<file path="src/ddr2_cfg_params.svh">
// constants for the load-config decode block
`ifndef DDR2_CFG_PARAMS_SVH
`define DDR2_CFG_PARAMS_SVH

// ----------------------------------------
// command and bank select
// ----------------------------------------
`define CMD_W            3
`define BANK_W           3
`define CODE_W           14
`define BANK_MAIN        3'h0
`define BANK_EXT1        3'h1
`define CMD_NOP          3'h0
`define CMD_LOAD         3'h1
`define CMD_READ         3'h2
`define CMD_WRITE_AP     3'h3
`define CMD_SR_ENTER     3'h4
`define CMD_SR_EXIT      3'h5

// ----------------------------------------
// main register fields
// ----------------------------------------
`define MAIN_CL_LO       4
`define MAIN_TEST_BIT    7
`define MAIN_DLLRST_BIT  8
`define MAIN_WR_LO       9
`define MAIN_PD_BIT      12

// ----------------------------------------
// extended register fields
// ----------------------------------------
`define EXT_DLL_BIT      0
`define EXT_DRV_BIT      1
`define EXT_RTT_LO_BIT   2
`define EXT_AL_LO        3
`define EXT_RTT_HI_BIT   6
`define EXT_STRB_N_BIT   10
`define EXT_RSTRB_BIT    11
`define EXT_QOFF_BIT     12

// ----------------------------------------
// field limits and reset values
// ----------------------------------------
`define CL_MIN           3'h3
`define CL_MAX           3'h7
`define WR_MIN           3'h2
`define WR_MAX           3'h7
`define AL_MAX           3'h6
`define MAIN_RESET       14'h0000
`define EXT_RESET        14'h0000

// ----------------------------------------
// timing
// ----------------------------------------
`define CLK_PERIOD_NS    10
`define DLL_LOCK_CYCLES  200
`define ODT_HOLD_CYCLES  8
`define CNT_W            8
`define LAT_W            4

`endif

</file>
<file path="src/ddr2_cfg_pkg.sv">
// types shared by the load-config decode block
package ddr2_cfg_pkg;

    typedef enum logic [1:0] {
        RTT_OFF = 2'b00,
        RTT_75  = 2'b01,
        RTT_150 = 2'b10,
        RTT_50  = 2'b11
    } rtt_e;

    typedef struct packed {
        logic [2:0]  cmd;
        logic [2:0]  bank;
        logic [13:0] code;
    } cmd_s;

    typedef struct packed {
        logic       test_mode;
        logic [2:0] read_latency_field;
        logic [3:0] total_read_latency;
        logic [2:0] write_recovery_field;
        logic       active_powerdown_exit_select;
        logic       dll_enable_bit;
        logic       drive_strength_bit;
        logic       strobe_n_en;
        logic       redundant_strobe_en;
        logic       redundant_strobe_n_en;
        logic       output_disable_bit;
        rtt_e       termination_resistance;
        logic       bad_config;
    } cfg_s;

endpackage

</file>
<file path="src/ddr2_mode_register_config.sv">
// load-config decode, persistent config state and latency timing
`timescale 1ns/100ps
`default_nettype none
`include "ddr2_cfg_params.svh"

// How it works
// test bit set: enter test mode, leave other main fields unchanged
// dll reset bit starts a reset and is not stored, so reads zero
// controller waits 200 clocks after a dll reset before any read
// write with auto precharge: precharge pulse write-recovery clocks after burst end
// controller programs write recovery 2..7 from time over period, rounded up
// power-down select zero: fast exit, dll kept running
// power-down select one: slow exit, dll frozen in active power-down
// latency field selects 3 to 7 whole clocks
// with zero additive latency data starts at read edge plus latency
// controller loads only when idle and waits before next command
// config persists until reprogrammed; array untouched
// controller keeps dll enabled and follows enabling with a dll reset
// self refresh freezes dll; exit re-enables and resets, 200 clock wait
// drive bit zero full strength, one reduced strength
// complement strobe disable bit one makes strobe single-ended
// redundant complement only when redundant bit one and complement enabled
// output disable bit turns off all data and strobe outputs
// two bits select termination 50, 75, 150 ohms or off
// termination input honoured only in active and power-down states
// controller keeps termination low eight clocks after enabling it
// bank bits all zero load the main register
// bank bit0 high, bit1 low loads the extended register; code also needs bank bit2 low
// read latency is additive plus column latency
// reserved latency, recovery or additive latency codes flag bad configuration
module ddr2_mode_register_config
    import ddr2_cfg_pkg::*;
(
    // clock and reset
    input  wire logic                    clk_sys,
    input  wire logic                    rst,

    // command from the controller pins
    input  wire ddr2_cfg_pkg::cmd_s      cmd_in,
    input  wire logic                    burst_last,
    input  wire logic                    odt_pin,
    input  wire logic                    active_pd,

    // decoded configuration
    output ddr2_cfg_pkg::cfg_s           cfg,

    // dll and power-down status
    output logic                         dll_running,
    output logic                         dll_reset_pulse,
    output logic                         dll_locking,
    output logic                         pd_fast_exit,

    // data path controls
    output logic                         read_data_start,
    output logic                         auto_precharge,
    output logic                         termination_on,
    output logic                         odt_hold_active,
    output logic                         dq_out_en,
    output logic                         strobe_out_en,
    output logic                         strobe_n_out_en
);
    // ----------------------------------------
    // pin synchronisers
    // ----------------------------------------
    logic [`CMD_W+`BANK_W+`CODE_W+2:0] sync1_r;
    logic [`CMD_W+`BANK_W+`CODE_W+2:0] sync2_r;
    // both stages clear so no stale command fires
    always_ff @(posedge clk_sys) begin
        if (rst) begin
            sync1_r <= '0;
            sync2_r <= '0;
        end else begin
            sync1_r <= {cmd_in, burst_last, odt_pin, active_pd};
            sync2_r <= sync1_r;
        end
    end

    // synchronised view of the pins
    cmd_s c;
    logic burst_last_s;
    logic odt_s;
    logic active_pd_s;
    assign c            = sync2_r[`CMD_W+`BANK_W+`CODE_W+2:3];
    assign burst_last_s = sync2_r[2];
    assign odt_s        = sync2_r[1];
    assign active_pd_s  = sync2_r[0];

    // ----------------------------------------
    // state
    // ----------------------------------------
    typedef struct packed {
        logic [13:0] main_reg;
        logic [13:0] ext_reg;
        logic        test_mode;
        logic        self_refresh;
        // dll_rst and odt_load are one-cycle strobes
        logic        dll_rst;
        logic        wr_pending;
        logic        odt_load;
    } st_s;

    st_s st_r;
    st_s st_nxt;

    // decode strobes and wait status
    logic load_main;
    logic load_ext;
    logic lock_busy;
    logic odt_busy;

    logic rd_fire;
    logic wr_fire;

    logic rtt_new_on;
    // at most 14, so four bits suffice
    logic [3:0] rl;

    // decode sees the pins two cycles late
    // main register select
    assign load_main = (c.cmd == `CMD_LOAD) && (c.bank == `BANK_MAIN);
    // extended register select
    assign load_ext  = (c.cmd == `CMD_LOAD) && (c.bank == `BANK_EXT1);

    assign rtt_new_on = {c.code[`EXT_RTT_HI_BIT], c.code[`EXT_RTT_LO_BIT]} != 2'b00;

    // next state of the decode
    always_comb begin
        st_nxt = st_r;
        st_nxt.dll_rst = 1'b0;
        st_nxt.odt_load = 1'b0;

        if (load_main) begin
            // test mode keeps other fields
            if (c.code[`MAIN_TEST_BIT]) begin
                st_nxt.test_mode = 1'b1;
            end else begin
                // hold until reprogrammed
                st_nxt.test_mode = 1'b0;
                st_nxt.main_reg = c.code;

                // self-clearing reset bit
                st_nxt.main_reg[`MAIN_DLLRST_BIT] = 1'b0;
                st_nxt.dll_rst = c.code[`MAIN_DLLRST_BIT];
            end
        end

        // extended register load
        if (load_ext) begin
            st_nxt.ext_reg = c.code;
            st_nxt.odt_load = rtt_new_on;
        end

        // dll off in self refresh, reset on exit
        if (c.cmd == `CMD_SR_ENTER) begin
            st_nxt.self_refresh = 1'b1;
        end else if (c.cmd == `CMD_SR_EXIT && st_r.self_refresh) begin
            st_nxt.self_refresh = 1'b0;
            st_nxt.dll_rst = 1'b1;
        end

        // set by the command, consumed by the burst end
        if (c.cmd == `CMD_WRITE_AP) begin
            st_nxt.wr_pending = 1'b1;
        end else if (burst_last_s) begin
            st_nxt.wr_pending = 1'b0;
        end
    end

    // next state is built above; this only registers it
    always_ff @(posedge clk_sys) begin
        if (rst) begin
            st_r <= '{main_reg: `MAIN_RESET, ext_reg: `EXT_RESET, default: 1'b0};
        end else begin
            st_r <= st_nxt;
        end
    end

    // ----------------------------------------
    // waits
    // ----------------------------------------
    // lock wait is only reported; reads are not held off
    // lock window shown for the controller
    ddr2_cfg_counter u_lock (
        .clk_sys  (clk_sys),
        .rst      (rst),
        .load     (st_r.dll_rst),
        .load_val (8'(`DLL_LOCK_CYCLES)),
        .busy     (lock_busy)
    );

    // starts from the registered load strobe
    // termination hold window after enabling
    ddr2_cfg_counter u_odt (
        .clk_sys  (clk_sys),
        .rst      (rst),
        .load     (st_r.odt_load),
        .load_val (8'(`ODT_HOLD_CYCLES)),
        .busy     (odt_busy)
    );

    // read latency sum
    assign rl = {1'b0, st_r.main_reg[`MAIN_CL_LO +: 3]} + {1'b0, st_r.ext_reg[`EXT_AL_LO +: 3]};

    // one read tracked; a new read restarts it
    // read data start at n plus latency
    ddr2_cfg_delay u_rd (
        .clk_sys (clk_sys),
        .rst     (rst),
        .start   (c.cmd == `CMD_READ),
        .delay   (rl),
        .fire    (rd_fire)
    );

    // a write without a later burst end never fires
    // precharge after write recovery
    ddr2_cfg_delay u_wr (
        .clk_sys (clk_sys),
        .rst     (rst),
        .start   (st_r.wr_pending && burst_last_s),
        .delay   ({1'b0, st_r.main_reg[`MAIN_WR_LO +: 3]}),
        .fire    (wr_fire)
    );

    // ----------------------------------------
    // decoded outputs
    // ----------------------------------------
    // field views of the stored registers
    logic [2:0] cl_f;
    logic [2:0] wr_f;
    logic [2:0] al_f;
    logic       strb_n_dis;
    logic       qoff;

    assign cl_f = st_r.main_reg[`MAIN_CL_LO +: 3];
    assign wr_f = st_r.main_reg[`MAIN_WR_LO +: 3];
    assign al_f = st_r.ext_reg[`EXT_AL_LO +: 3];
    assign strb_n_dis = st_r.ext_reg[`EXT_STRB_N_BIT];
    assign qoff = st_r.ext_reg[`EXT_QOFF_BIT];

    always_comb begin
        // stored fields
        cfg.test_mode = st_r.test_mode;

        // whole-clock latency field
        cfg.read_latency_field = cl_f;
        // additive part is folded in before the delay
        cfg.total_read_latency = rl;

        cfg.write_recovery_field = wr_f;

        cfg.active_powerdown_exit_select = st_r.main_reg[`MAIN_PD_BIT];

        cfg.dll_enable_bit = st_r.ext_reg[`EXT_DLL_BIT];

        // drive strength select
        cfg.drive_strength_bit = st_r.ext_reg[`EXT_DRV_BIT];

        // complement strobe enable
        cfg.strobe_n_en = !strb_n_dis;

        cfg.redundant_strobe_en = st_r.ext_reg[`EXT_RSTRB_BIT];

        // redundant complement gate
        cfg.redundant_strobe_n_en = st_r.ext_reg[`EXT_RSTRB_BIT] && !strb_n_dis;

        cfg.output_disable_bit = qoff;

        // termination select
        cfg.termination_resistance = rtt_e'({st_r.ext_reg[`EXT_RTT_HI_BIT], st_r.ext_reg[`EXT_RTT_LO_BIT]});

        // reserved encodings flagged
        cfg.bad_config = (cl_f < `CL_MIN) || (wr_f < `WR_MIN) || (al_f > `AL_MAX);
    end


    // dll is enabled by the register but is held off in self refresh
    // select only matters while active_pd is high
    // fast exit keeps dll running
    // slow exit freezes dll in active power-down
    assign pd_fast_exit    = !st_r.main_reg[`MAIN_PD_BIT];
    assign dll_running     = st_r.ext_reg[`EXT_DLL_BIT] && !st_r.self_refresh
                             && !(active_pd_s && st_r.main_reg[`MAIN_PD_BIT]);

    assign dll_reset_pulse = st_r.dll_rst;
    assign dll_locking     = lock_busy;

    assign read_data_start = rd_fire;
    assign auto_precharge  = wr_fire;

    assign odt_hold_active = odt_busy;

    // termination ignored in self refresh
    assign termination_on  = odt_s && !st_r.self_refresh
                             && (cfg.termination_resistance != RTT_OFF);

    // data and strobe enables from the extended register
    // output disable
    assign dq_out_en       = !qoff;
    assign strobe_out_en   = !qoff;
    assign strobe_n_out_en = !qoff && !strb_n_dis;
endmodule
`default_nettype wire

</file>
<file path="src/ddr2_cfg_counter.sv">
// down counter that reports when a wait has elapsed
`timescale 1ns/100ps
`default_nettype none
`include "ddr2_cfg_params.svh"
module ddr2_cfg_counter (
    // clock and reset
    input  wire logic                clk_sys,
    input  wire logic                rst,
    // control
    input  wire logic                load,
    input  wire logic [`CNT_W-1:0]   load_val,
    // status
    output logic                     busy
);
    typedef struct packed {
        logic [`CNT_W-1:0] cnt;
    } st_s;
    st_s st_r;
    st_s st_nxt;

    always_comb begin
        st_nxt = st_r;
        if (load) begin
            st_nxt.cnt = load_val;
        end else if (st_r.cnt != '0) begin
            st_nxt.cnt = st_r.cnt - 1'b1;
        end
    end

    always_ff @(posedge clk_sys) begin
        if (rst) begin
            st_r <= '0;
        end else begin
            st_r <= st_nxt;
        end
    end

    assign busy = (st_r.cnt != '0);
endmodule
`default_nettype wire

</file>
<file path="src/ddr2_cfg_delay.sv">
// countdown that fires a pulse a programmed number of cycles later
`timescale 1ns/100ps
`default_nettype none
`include "ddr2_cfg_params.svh"
module ddr2_cfg_delay (
    // clock and reset
    input  wire logic                clk_sys,
    input  wire logic                rst,
    // start
    input  wire logic                start,
    input  wire logic [`LAT_W-1:0]   delay,
    // result
    output logic                     fire
);
    typedef struct packed {
        logic [`LAT_W-1:0] cnt;
        logic              run;
        logic              fire;
    } st_s;
    st_s st_r;
    st_s st_nxt;

    // a new start restarts the wait; only one event is tracked at a time
    always_comb begin
        st_nxt = st_r;
        st_nxt.fire = 1'b0;
        if (start) begin
            st_nxt.run = (delay > 4'h1);
            st_nxt.fire = (delay <= 4'h1);
            st_nxt.cnt = delay - 4'h1;
        end else if (st_r.run) begin
            if (st_r.cnt <= 4'h1) begin
                st_nxt.run = 1'b0;
                st_nxt.fire = 1'b1;
            end
            st_nxt.cnt = st_r.cnt - 4'h1;
        end
    end

    always_ff @(posedge clk_sys) begin
        if (rst) begin
            st_r <= '0;
        end else begin
            st_r <= st_nxt;
        end
    end

    assign fire = st_r.fire;
endmodule
`default_nettype wire

</file>
<file path="config.mk">
export PLATFORM = sky130hd
export DESIGN_NAME = ddr2_mode_register_config
export DESIGN_NICKNAME = d
export VERILOG_FILES = /design/src/ddr2_cfg_pkg.sv /design/src/ddr2_mode_register_config.sv /design/src/ddr2_cfg_counter.sv /design/src/ddr2_cfg_delay.sv
export VERILOG_INCLUDE_DIRS = /design/src
export SDC_FILE = /design/constraint.sdc
export NUM_CORES = 1
export LEC_CHECK = 0
export ABC_CLOCK_PERIOD_IN_PS = 4100
export BUFFER_PORTS_ARGS = -buffer_cell sky130_fd_sc_hd__buf_2
export CORE_MARGIN = 10
export CORE_UTILIZATION = 60
export DETAILED_ROUTE_END_ITERATION = 7
export PLACE_DENSITY_LB_ADDON = 0.12
export SLEW_MARGIN = 40
export SYNTH_ARGS = -nofsm -noshare
export SYNTH_HDL_FRONTEND = slang
export SYNTH_SLANG_ARGS = --single-unit
</file>
<file path="constraint.sdc">
create_clock -name clk_sys -period 4.1 [get_ports clk_sys]
set_input_delay 0.41 -clock clk_sys [delete_from_list [all_inputs] [get_ports clk_sys]]
set_output_delay 0.41 -clock clk_sys [all_outputs]
set_load 0.01 [all_outputs]
</file>
Yosys cells after proc, flatten, opt, wreduce, memory -nomap -nowiden. Cells that the tools add are included.

Add/subtract/negate cells: 7. Order comparisons: 9. Equal/unequal tests: 6. Mux-type cells: 18. Bitwise gates (word level): 2. Reductions and logical operators: 33.

Operators with widths (number): two-way mux 6 bit (4); two-way mux 8 bit (2); nonzero test 2 bit (8); nonzero test 8 bit (2); subtractor 8 x 1 -> 8 bit, second input constant (2); <= comparator 4 x 1 -> 1 bit, second input constant (3); subtractor 4 x 1 -> 4 bit, second input constant (3); logical AND 1 bit (11); two-way mux 4 bit (2); two-way mux 1 bit (7); == test 3 x 1 -> 1 bit, second input constant (2); == test 3 x 2 -> 1 bit, second input constant (2); == test 3 bit, second input constant (2); < comparator 3 x 2 -> 1 bit, second input constant (2); two-way mux 2 bit (3); OR reduction 2 bit (3); zero test 1 bit (5); adder 3 x 3 -> 4 bit (1); > comparator 4 x 1 -> 1 bit, second input constant (1); subtractor 3 x 1 -> 4 bit, second input constant (1); > comparator 3 x 1 -> 1 bit, second input constant (1); > comparator 3 bit, second input constant (1); <= comparator 3 x 1 -> 1 bit, second input constant (1); zero test 3 bit (1); 3 further kinds (5).

Flip-flop bits (word level): 103. Bits of input ports: 25.

Longest topological paths before layout. Gate-level depths: netlist of run 1.

Depth after elaboration: 5. Gate-level depth with buffers: 7.

By module. Synthesis of run 1 repeated with hierarchy kept, for this count alone.

Cell total of the unflattened synthesis: 417. Area, all modules: 4131.5 um^2.

By module, submodules not included: ddr2_mode_register_config (times used 1, cells each 227, area an instance 2417.3 um^2, sequential area each 1321.3 um^2); ddr2_cfg_counter (times used 2, cells each 54, area an instance 479.2 um^2, sequential area each 160.2 um^2); ddr2_cfg_delay (times used 2, cells each 41, area an instance 377.9 um^2, sequential area each 120.1 um^2).

Worst setup path before layout of run 1. No wires, ideal clock.

Path type: reg2reg. From: register st_r (netlist bit cfg[17]). To: register u_rd.st_r[5] (netlist name). Library setup time: 0.087 ns. Data arrival time: 1.699 ns. Required time: 4.013 ns. Slack: 2.314 ns. Cell stages (with the launch flop): 8. Buffers on the path: 0. Period minus slack after synthesis: 1.786 ns. Cell sequence: dfxtp_1 ha_1 inv_1 fa_1 xnor2_1 nor3_1 xnor2_1 o31ai_1.

RTL lines: from (decl) (RTL line ddr2_mode_register_config.sv:102) `st_s st_r;`; from (signal assigned) (RTL line ddr2_mode_register_config.sv:174) `st_r <= st_nxt;`; to (signal assigned) (RTL line ddr2_cfg_delay.sv:44) `st_r <= st_nxt;`; to (decl) (RTL line ddr2_cfg_delay.sv:20) `st_s st_r;`.

==> metrics, run 1 <==
RSZ-0062 raised after global routing=no; H-tree depth=3; most frequent cells in the layout=dfxtp_1 (94), buf_2 (55), nor2_1 (49); worst setup margin=1.74 ns; Initial Util=0.610; critical path class=register to output pin; Setup Skew=0.00950 ns; global-route wire length before repair=11800 um; Rel. slew slack=0.464; pre-CTS setup slack=2.17 ns; postcts setup bufs=0; drt first pass iters=4; multiplexer share of the synthesized area=0.0549; DR iter-0 viols=87; slowest CP cell=dfxtp_1; GRT Total Usage=0.144; Synth Cell Area=3830 um^2; Yosys warning count=0; Routed WL per cell=13.5 um; Avg Cell Area, Syn=9.57 um^2; Vias/cell=5.08; Synth Area in Adders=0.0543; fill count=526; Pwr Density=513 nW/um^2; initial antenna violation count=0; Post-Synth XOR/XNOR Area=0.0320; share of layout cells above drive strength 1=0.197; Layout area overhead=12.0%; number of synthesized register bits=94; vias in the first global route=2596; crit path max fanout=4; crit path DAT=1.95 ns; max_cap viols=0; total die area=9970 um^2; cell breakdown of the critical path=ha_1 -> inv_1 -> fa_1 -> xnor2_1 -> buf_2; WP data required=3.69 ns; Resized Gates After CTS=0; core area=6280 um^2; Seq/Total Area, Yosys=0.492; fin util=0.682; startpoint types=register; antenna-violating nets left=0; post-DP HPWL=4860 um; Worst IR Drop VDD=349 uV; CTS tree=done; Setup-failing EPs final=0; area of the multi-input gates=1690 um^2; Area after DPL=4040 um^2; Slew Viols, Final=0; Post-Syn Nets=441; GPL Wtd Cong=0.848; # diodes=0; slowest stage delay, CP=0.41 ns; final hold vios=0; Pleak=1.86 nW; Synth Flop Type=dfxtp_1; IO Pins=57; die width=99.9 um; total clock sinks=94; Rows=29; CTS Buf Count=9; CTS Root Cell=clkbuf_8; number of enable flip-flop cells after synthesis=0; Mapped Cells=400; Worst Setup End Kind=output pin; Residual DRC=0; FFs w/ async S/R, synth=0; hold buffer count at cts=0; Post-Synth Simple-Gate Area=0.225; post-route minimum period=2.36 ns; Clk Latency, worst-skew pair=0.36 ns; total wire length=7000 um; Compound-Gate Fraction of Synth Area=0.0726; CTS clk-pin slew, worst paths=0.09 ns; vias post-DR=2637; Port Buffer Count=55; die height=99.9 um; Worst-Margin Slew=0.802 ns; Worst Hold Class=input pin to register; pin count of the biggest net entering global routing=49; FF+latch area=1880 um^2; status=finished, final reports clean; count of cell types in the netlist=46; maximum clock insertion buffer count=2; fmax=425 MHz; fin crit share=0.575; main combinational cell family by area after synthesis=simple AND/OR/NAND/NOR gates; gr ovfl total=0; commonest non-fill, non-tap cell in the layout=dfxtp_1; setup_tns=0 ns; nets=478; fin area=4280 um^2
[through the flow]
stage,hold WS (ns),instances,power (mW)
after floorplan,0.414,400,1.40
after global routing,0.250,519,2.32
after CTS,0.238,519,2.21
final,0.253,519,2.20
after global placement,0.417,503,1.47
after detailed placement,0.420,503,1.49
[worst max-delay path: cells and delay by family, from the launching register on]
kind                       cells  cell delay, ns
adders and majority gates      2            0.58
xor gates and xnor gates       1            0.34
DFF                            1            0.41
buffers and inverters          2            0.26
[layer usage]
layer  global-route usage  part of all wire  vias up
met3               0.0412             0.043       17
met2                0.226              0.47       48
li1                     -                 -     1374
met5                    0                 0        -
met4               0.0761             0.024        0
met1                0.175              0.46     1198
[report_power, final]
group          total [mW]  switching, mW  leakage, nW  internal [mW]
Sequential           1.05         0.0671        0.771          0.987
Clock               0.729          0.322        0.120          0.407
Combinational       0.414          0.216        0.973          0.198
Total                2.20          0.605         1.86           1.59
[registers in the layout (all words and copies together), names as in the netlist]
| register | flops |
|---|---|
| al_f | 3 |
| cfg | 14 |
| dll_reset_pulse | 1 |
| st_r | 4 |
| sync1_r | 22 |
| sync2_r | 22 |
| u_lock.st_r | 8 |
| u_odt.st_r | 8 |
| u_rd.fire | 1 |
| u_rd.st_r | 5 |
| u_wr.fire | 1 |
| u_wr.st_r | 5 |
[cell usage after synthesis (all sizes together), types with 2 or more instances]
cell     n  area [um^2]
nand3    6         30.0
xor2     4         35.0
or4      2         15.0
nor4b    2         17.5
buf     17          121
a21oi   20          100
nand2b   3         18.8
nand4    2         18.8
nor3     7         35.0
o21ai    7         35.0
inv     25         93.8
ha      15          188
nor4     5         58.8
nor3b    3         22.5
nand2   11         41.3
nor2b   48          300
dfxtp   94         1880
a211oi   5         37.5
mux2i   21          210
a31oi    2         12.5
a32oi    2         17.5
xnor2   10         87.6
nor2    56          228
o31ai    2         15.0
or3      5         36.3
clkbuf  13         48.8
[logic make-up after synthesis]
| logic type | Yosys count |
|---|---|
| XOR/XNOR | 14 |
| adder cells (fa/ha/maj) | 16 |
| AND/OR/NAND/NOR | 155 |
| multiplexers | 21 |
| flip-flops | 94 |
| AO/OA/AOI/OAI | 45 |
| buffers and inverters | 55 |
[final timing paths]
| check | start | to | slack [ns] | depth (start not counted) |
|---|---|---|---|---|
| worst max-delay path | cfg[17] | cfg[15] | 1.74 | 5 |
| worst min-delay path | cmd_in[3] | sync1_r[6] | 0.25 | 2 |
| worst max register to register | cfg[17] | u_rd.fire | 2.16 | 7 |
| worst min register to register | sync1_r[11] | sync2_r[11] | 0.44 | 1 |
[layout make-up]
class	count	area share
clock buffers	9	0.0289
clock inverters	7	0.0280
inverters	25	0.0219
multi-input cells	251	0.393
flip-flops and latches	94	0.439
well taps	77	0.0225
repair buffers	56	0.0660
No activity file was read; power rests on OpenSTA's default activity.
==> run 2, diff against run 1 <==
ABC_CLOCK_PERIOD_IN_PS = 2150   (was 4100)
CORE_UTILIZATION = 51   (was 60)
clock period = 2.15 ns   (was 4.1 ns; I/O delays follow)
==> run 2 against run 1 <==
Clock skew decreased by 0.0012 ns. Sequential power increased by 91%. Critical endpoint unchanged. Power increased by 85%. Clock-buffer cell count increased by 2. Setup slack got worse by 1.6 ns.
==> metrics, run 2 (synthesized netlist as in run 1, its figures left out) <==
status=finished, final reports clean (unchanged); critical path class=register to output pin (unchanged); total die area=11400 um^2 (was 9970 um^2); Slew Viols, Final=0 (unchanged); crit path DAT=1.78 ns (was 1.95 ns); max_cap viols=0 (unchanged); CTS Buf Count=9 (unchanged); H-tree depth=3 (unchanged); Pwr Density=939 nW/um^2 (was 513 nW/um^2); Setup-failing EPs final=0 (unchanged); Worst R2R Setup Slack=0.33 ns (was 2.16 ns); Pleak=1.88 nW (was 1.86 nW); die width=107 um (was 99.9 um); # diodes=0 (unchanged); final non-filler cell total=544 (was 519); GPL Wtd Cong=0.769 (was 0.848); total clock sinks=94 (unchanged); final hold vios=0 (unchanged); fin util=0.594 (was 0.682); DP Cell Count=528 (was 503); vias post-DR=2579 (was 2637); nets=481 (was 478); maximum clock insertion buffer count=2 (unchanged); GRT Total Usage=0.123 (was 0.144); global-route wire length before repair=11500 um (was 11800 um); total wire length=6760 um (was 7000 um); Initial Util=0.525 (was 0.610); fin crit share=0.928; DR iter-0 viols=68 (was 87); CTS tree=done (unchanged); core area=7290 um^2 (was 6280 um^2); drt first pass iters=4 (unchanged); Vias/cell=4.74 (was 5.08); hold buffer count at cts=0 (unchanged); startpoint types=register (unchanged); Rows=31 (was 29); fmax=501 MHz; Rel. slew slack=0.689 (was 0.464); hold wc startpoint=active_pd (was cmd_in[3]); worst setup path endpoint=cfg[15] (unchanged); fill count=697 (was 526); Setup Skew=0.00834 ns (was 0.00950 ns); vias in the first global route=2501 (was 2596); CTS clk-pin slew, worst paths=0.09 ns (about the same); initial antenna violation count=0 (unchanged); Area after DPL=4100 um^2 (was 4040 um^2); IO Pins=57 (unchanged); crit path from=cfg[17] (unchanged); Routed WL per cell=12.4 um (was 13.5 um); R2R cell count=7 (unchanged); share of layout cells above drive strength 1=0.202 (was 0.197); Port Buffer Count=55 (unchanged); most frequent cells in the layout=dfxtp_1 (94), buf_2 (55), nor2_1 (49) (unchanged); antenna-violating nets left=0 (unchanged); die height=107 um (was 99.9 um); post-DP HPWL=4940 um (was 4860 um); Worst Hold Class=input pin to register (unchanged); CTS Root Cell=clkbuf_8 (unchanged); reg-to-reg startpoint=cfg[17] (unchanged); Worst IR Drop VDD=522 uV (was 349 uV); RSZ-0062 raised after global routing=no (unchanged); setup_tns=0 ns (unchanged); FF-to-FF End=u_rd.fire (unchanged); Layout area overhead=13.2% (was 12.0%); post-route minimum period=2.00 ns; commonest non-fill, non-tap cell in the layout=dfxtp_1 (unchanged); gr ovfl total=0 (unchanged); Clk Latency, worst-skew pair=0.35 ns (was 0.36 ns); Residual DRC=0 (unchanged); crit path max fanout=4 (unchanged); Worst Setup End Kind=output pin (unchanged); WP data required=1.93 ns (was 3.69 ns); fin area=4330 um^2 (was 4280 um^2); pin count of the biggest net entering global routing=80 (was 49); Worst-Margin Slew=0.463 ns (was 0.802 ns)
run 2: timing repair:
item	4_1_cts	5_1_grt
setup buffers	0	0
resized for setup	0	2
setup endpoints to repair	0	2
hold endpoints to repair	0	0
run 2: critical path, stage by stage, from the launching register on:
cell     delay [ns]
dfxtp_1        0.39
ha_1           0.19
inv_1          0.05
fa_1           0.40
xnor2_2        0.23
buf_2          0.18
run 2: how the worst min path moves through the flow:
| stage | slack, ns | endpoint | cells after the start |
|---|---|---|---|
| 3_3_place_gp | 0.42 | sync2_r[13] | 1 |
| 5_1_grt | 0.05 | sync1_r[4] | 2 |
| 4_1_cts | 0.05 | sync1_r[0] | 2 |
| 3_5_place_dp | 0.42 | sync2_r[3] | 1 |
| 2_1_floorplan | 0.34 | sync1_r[0] | 1 |
| 6_report | 0.07 | sync1_r[0] | 2 |
run 2: metrics by stage:
step / power (mW) / setup WS [ns] / hold slack, ns
2_1_floorplan: 2.66 / 0.364 / 0.343
6_report: 4.07 / 0.154 / 0.0694
4_1_cts: 4.12 / 0.0346 / 0.0508
3_3_place_gp: 2.82 / 0.371 / 0.417
3_5_place_dp: 2.85 / 0.332 / 0.420
5_1_grt: 4.33 / 0.0445 / 0.0534
run 2: layer usage:
metal	global-route usage	share of wire	routed length, um	vias up
li1	-	-	-	1382
met1	0.154	0.49	3280	1149
met2	0.191	0.46	3090	39
met3	0.0371	0.043	294	9
met4	0.0522	0.014	95	0
met5	0	0	0	-
run 2: layout make-up:
cell class	instances	area (um^2)	area share
clock buffers	11	141	0.0326
clock inverters	5	81.3	0.0188
inverters	25	93.8	0.0217
multi-input cells	251	1690	0.391
flip-flops and latches	94	1880	0.434
well taps	99	124	0.0286
repair buffers	59	318	0.0733
run 2: power breakdown:
part	leakage, nW	internal (mW)	switching [mW]
registers	0.771	1.88	0.130
logic	1.00	0.383	0.405
clock network	0.110	0.690	0.580
total	1.88	2.95	1.12
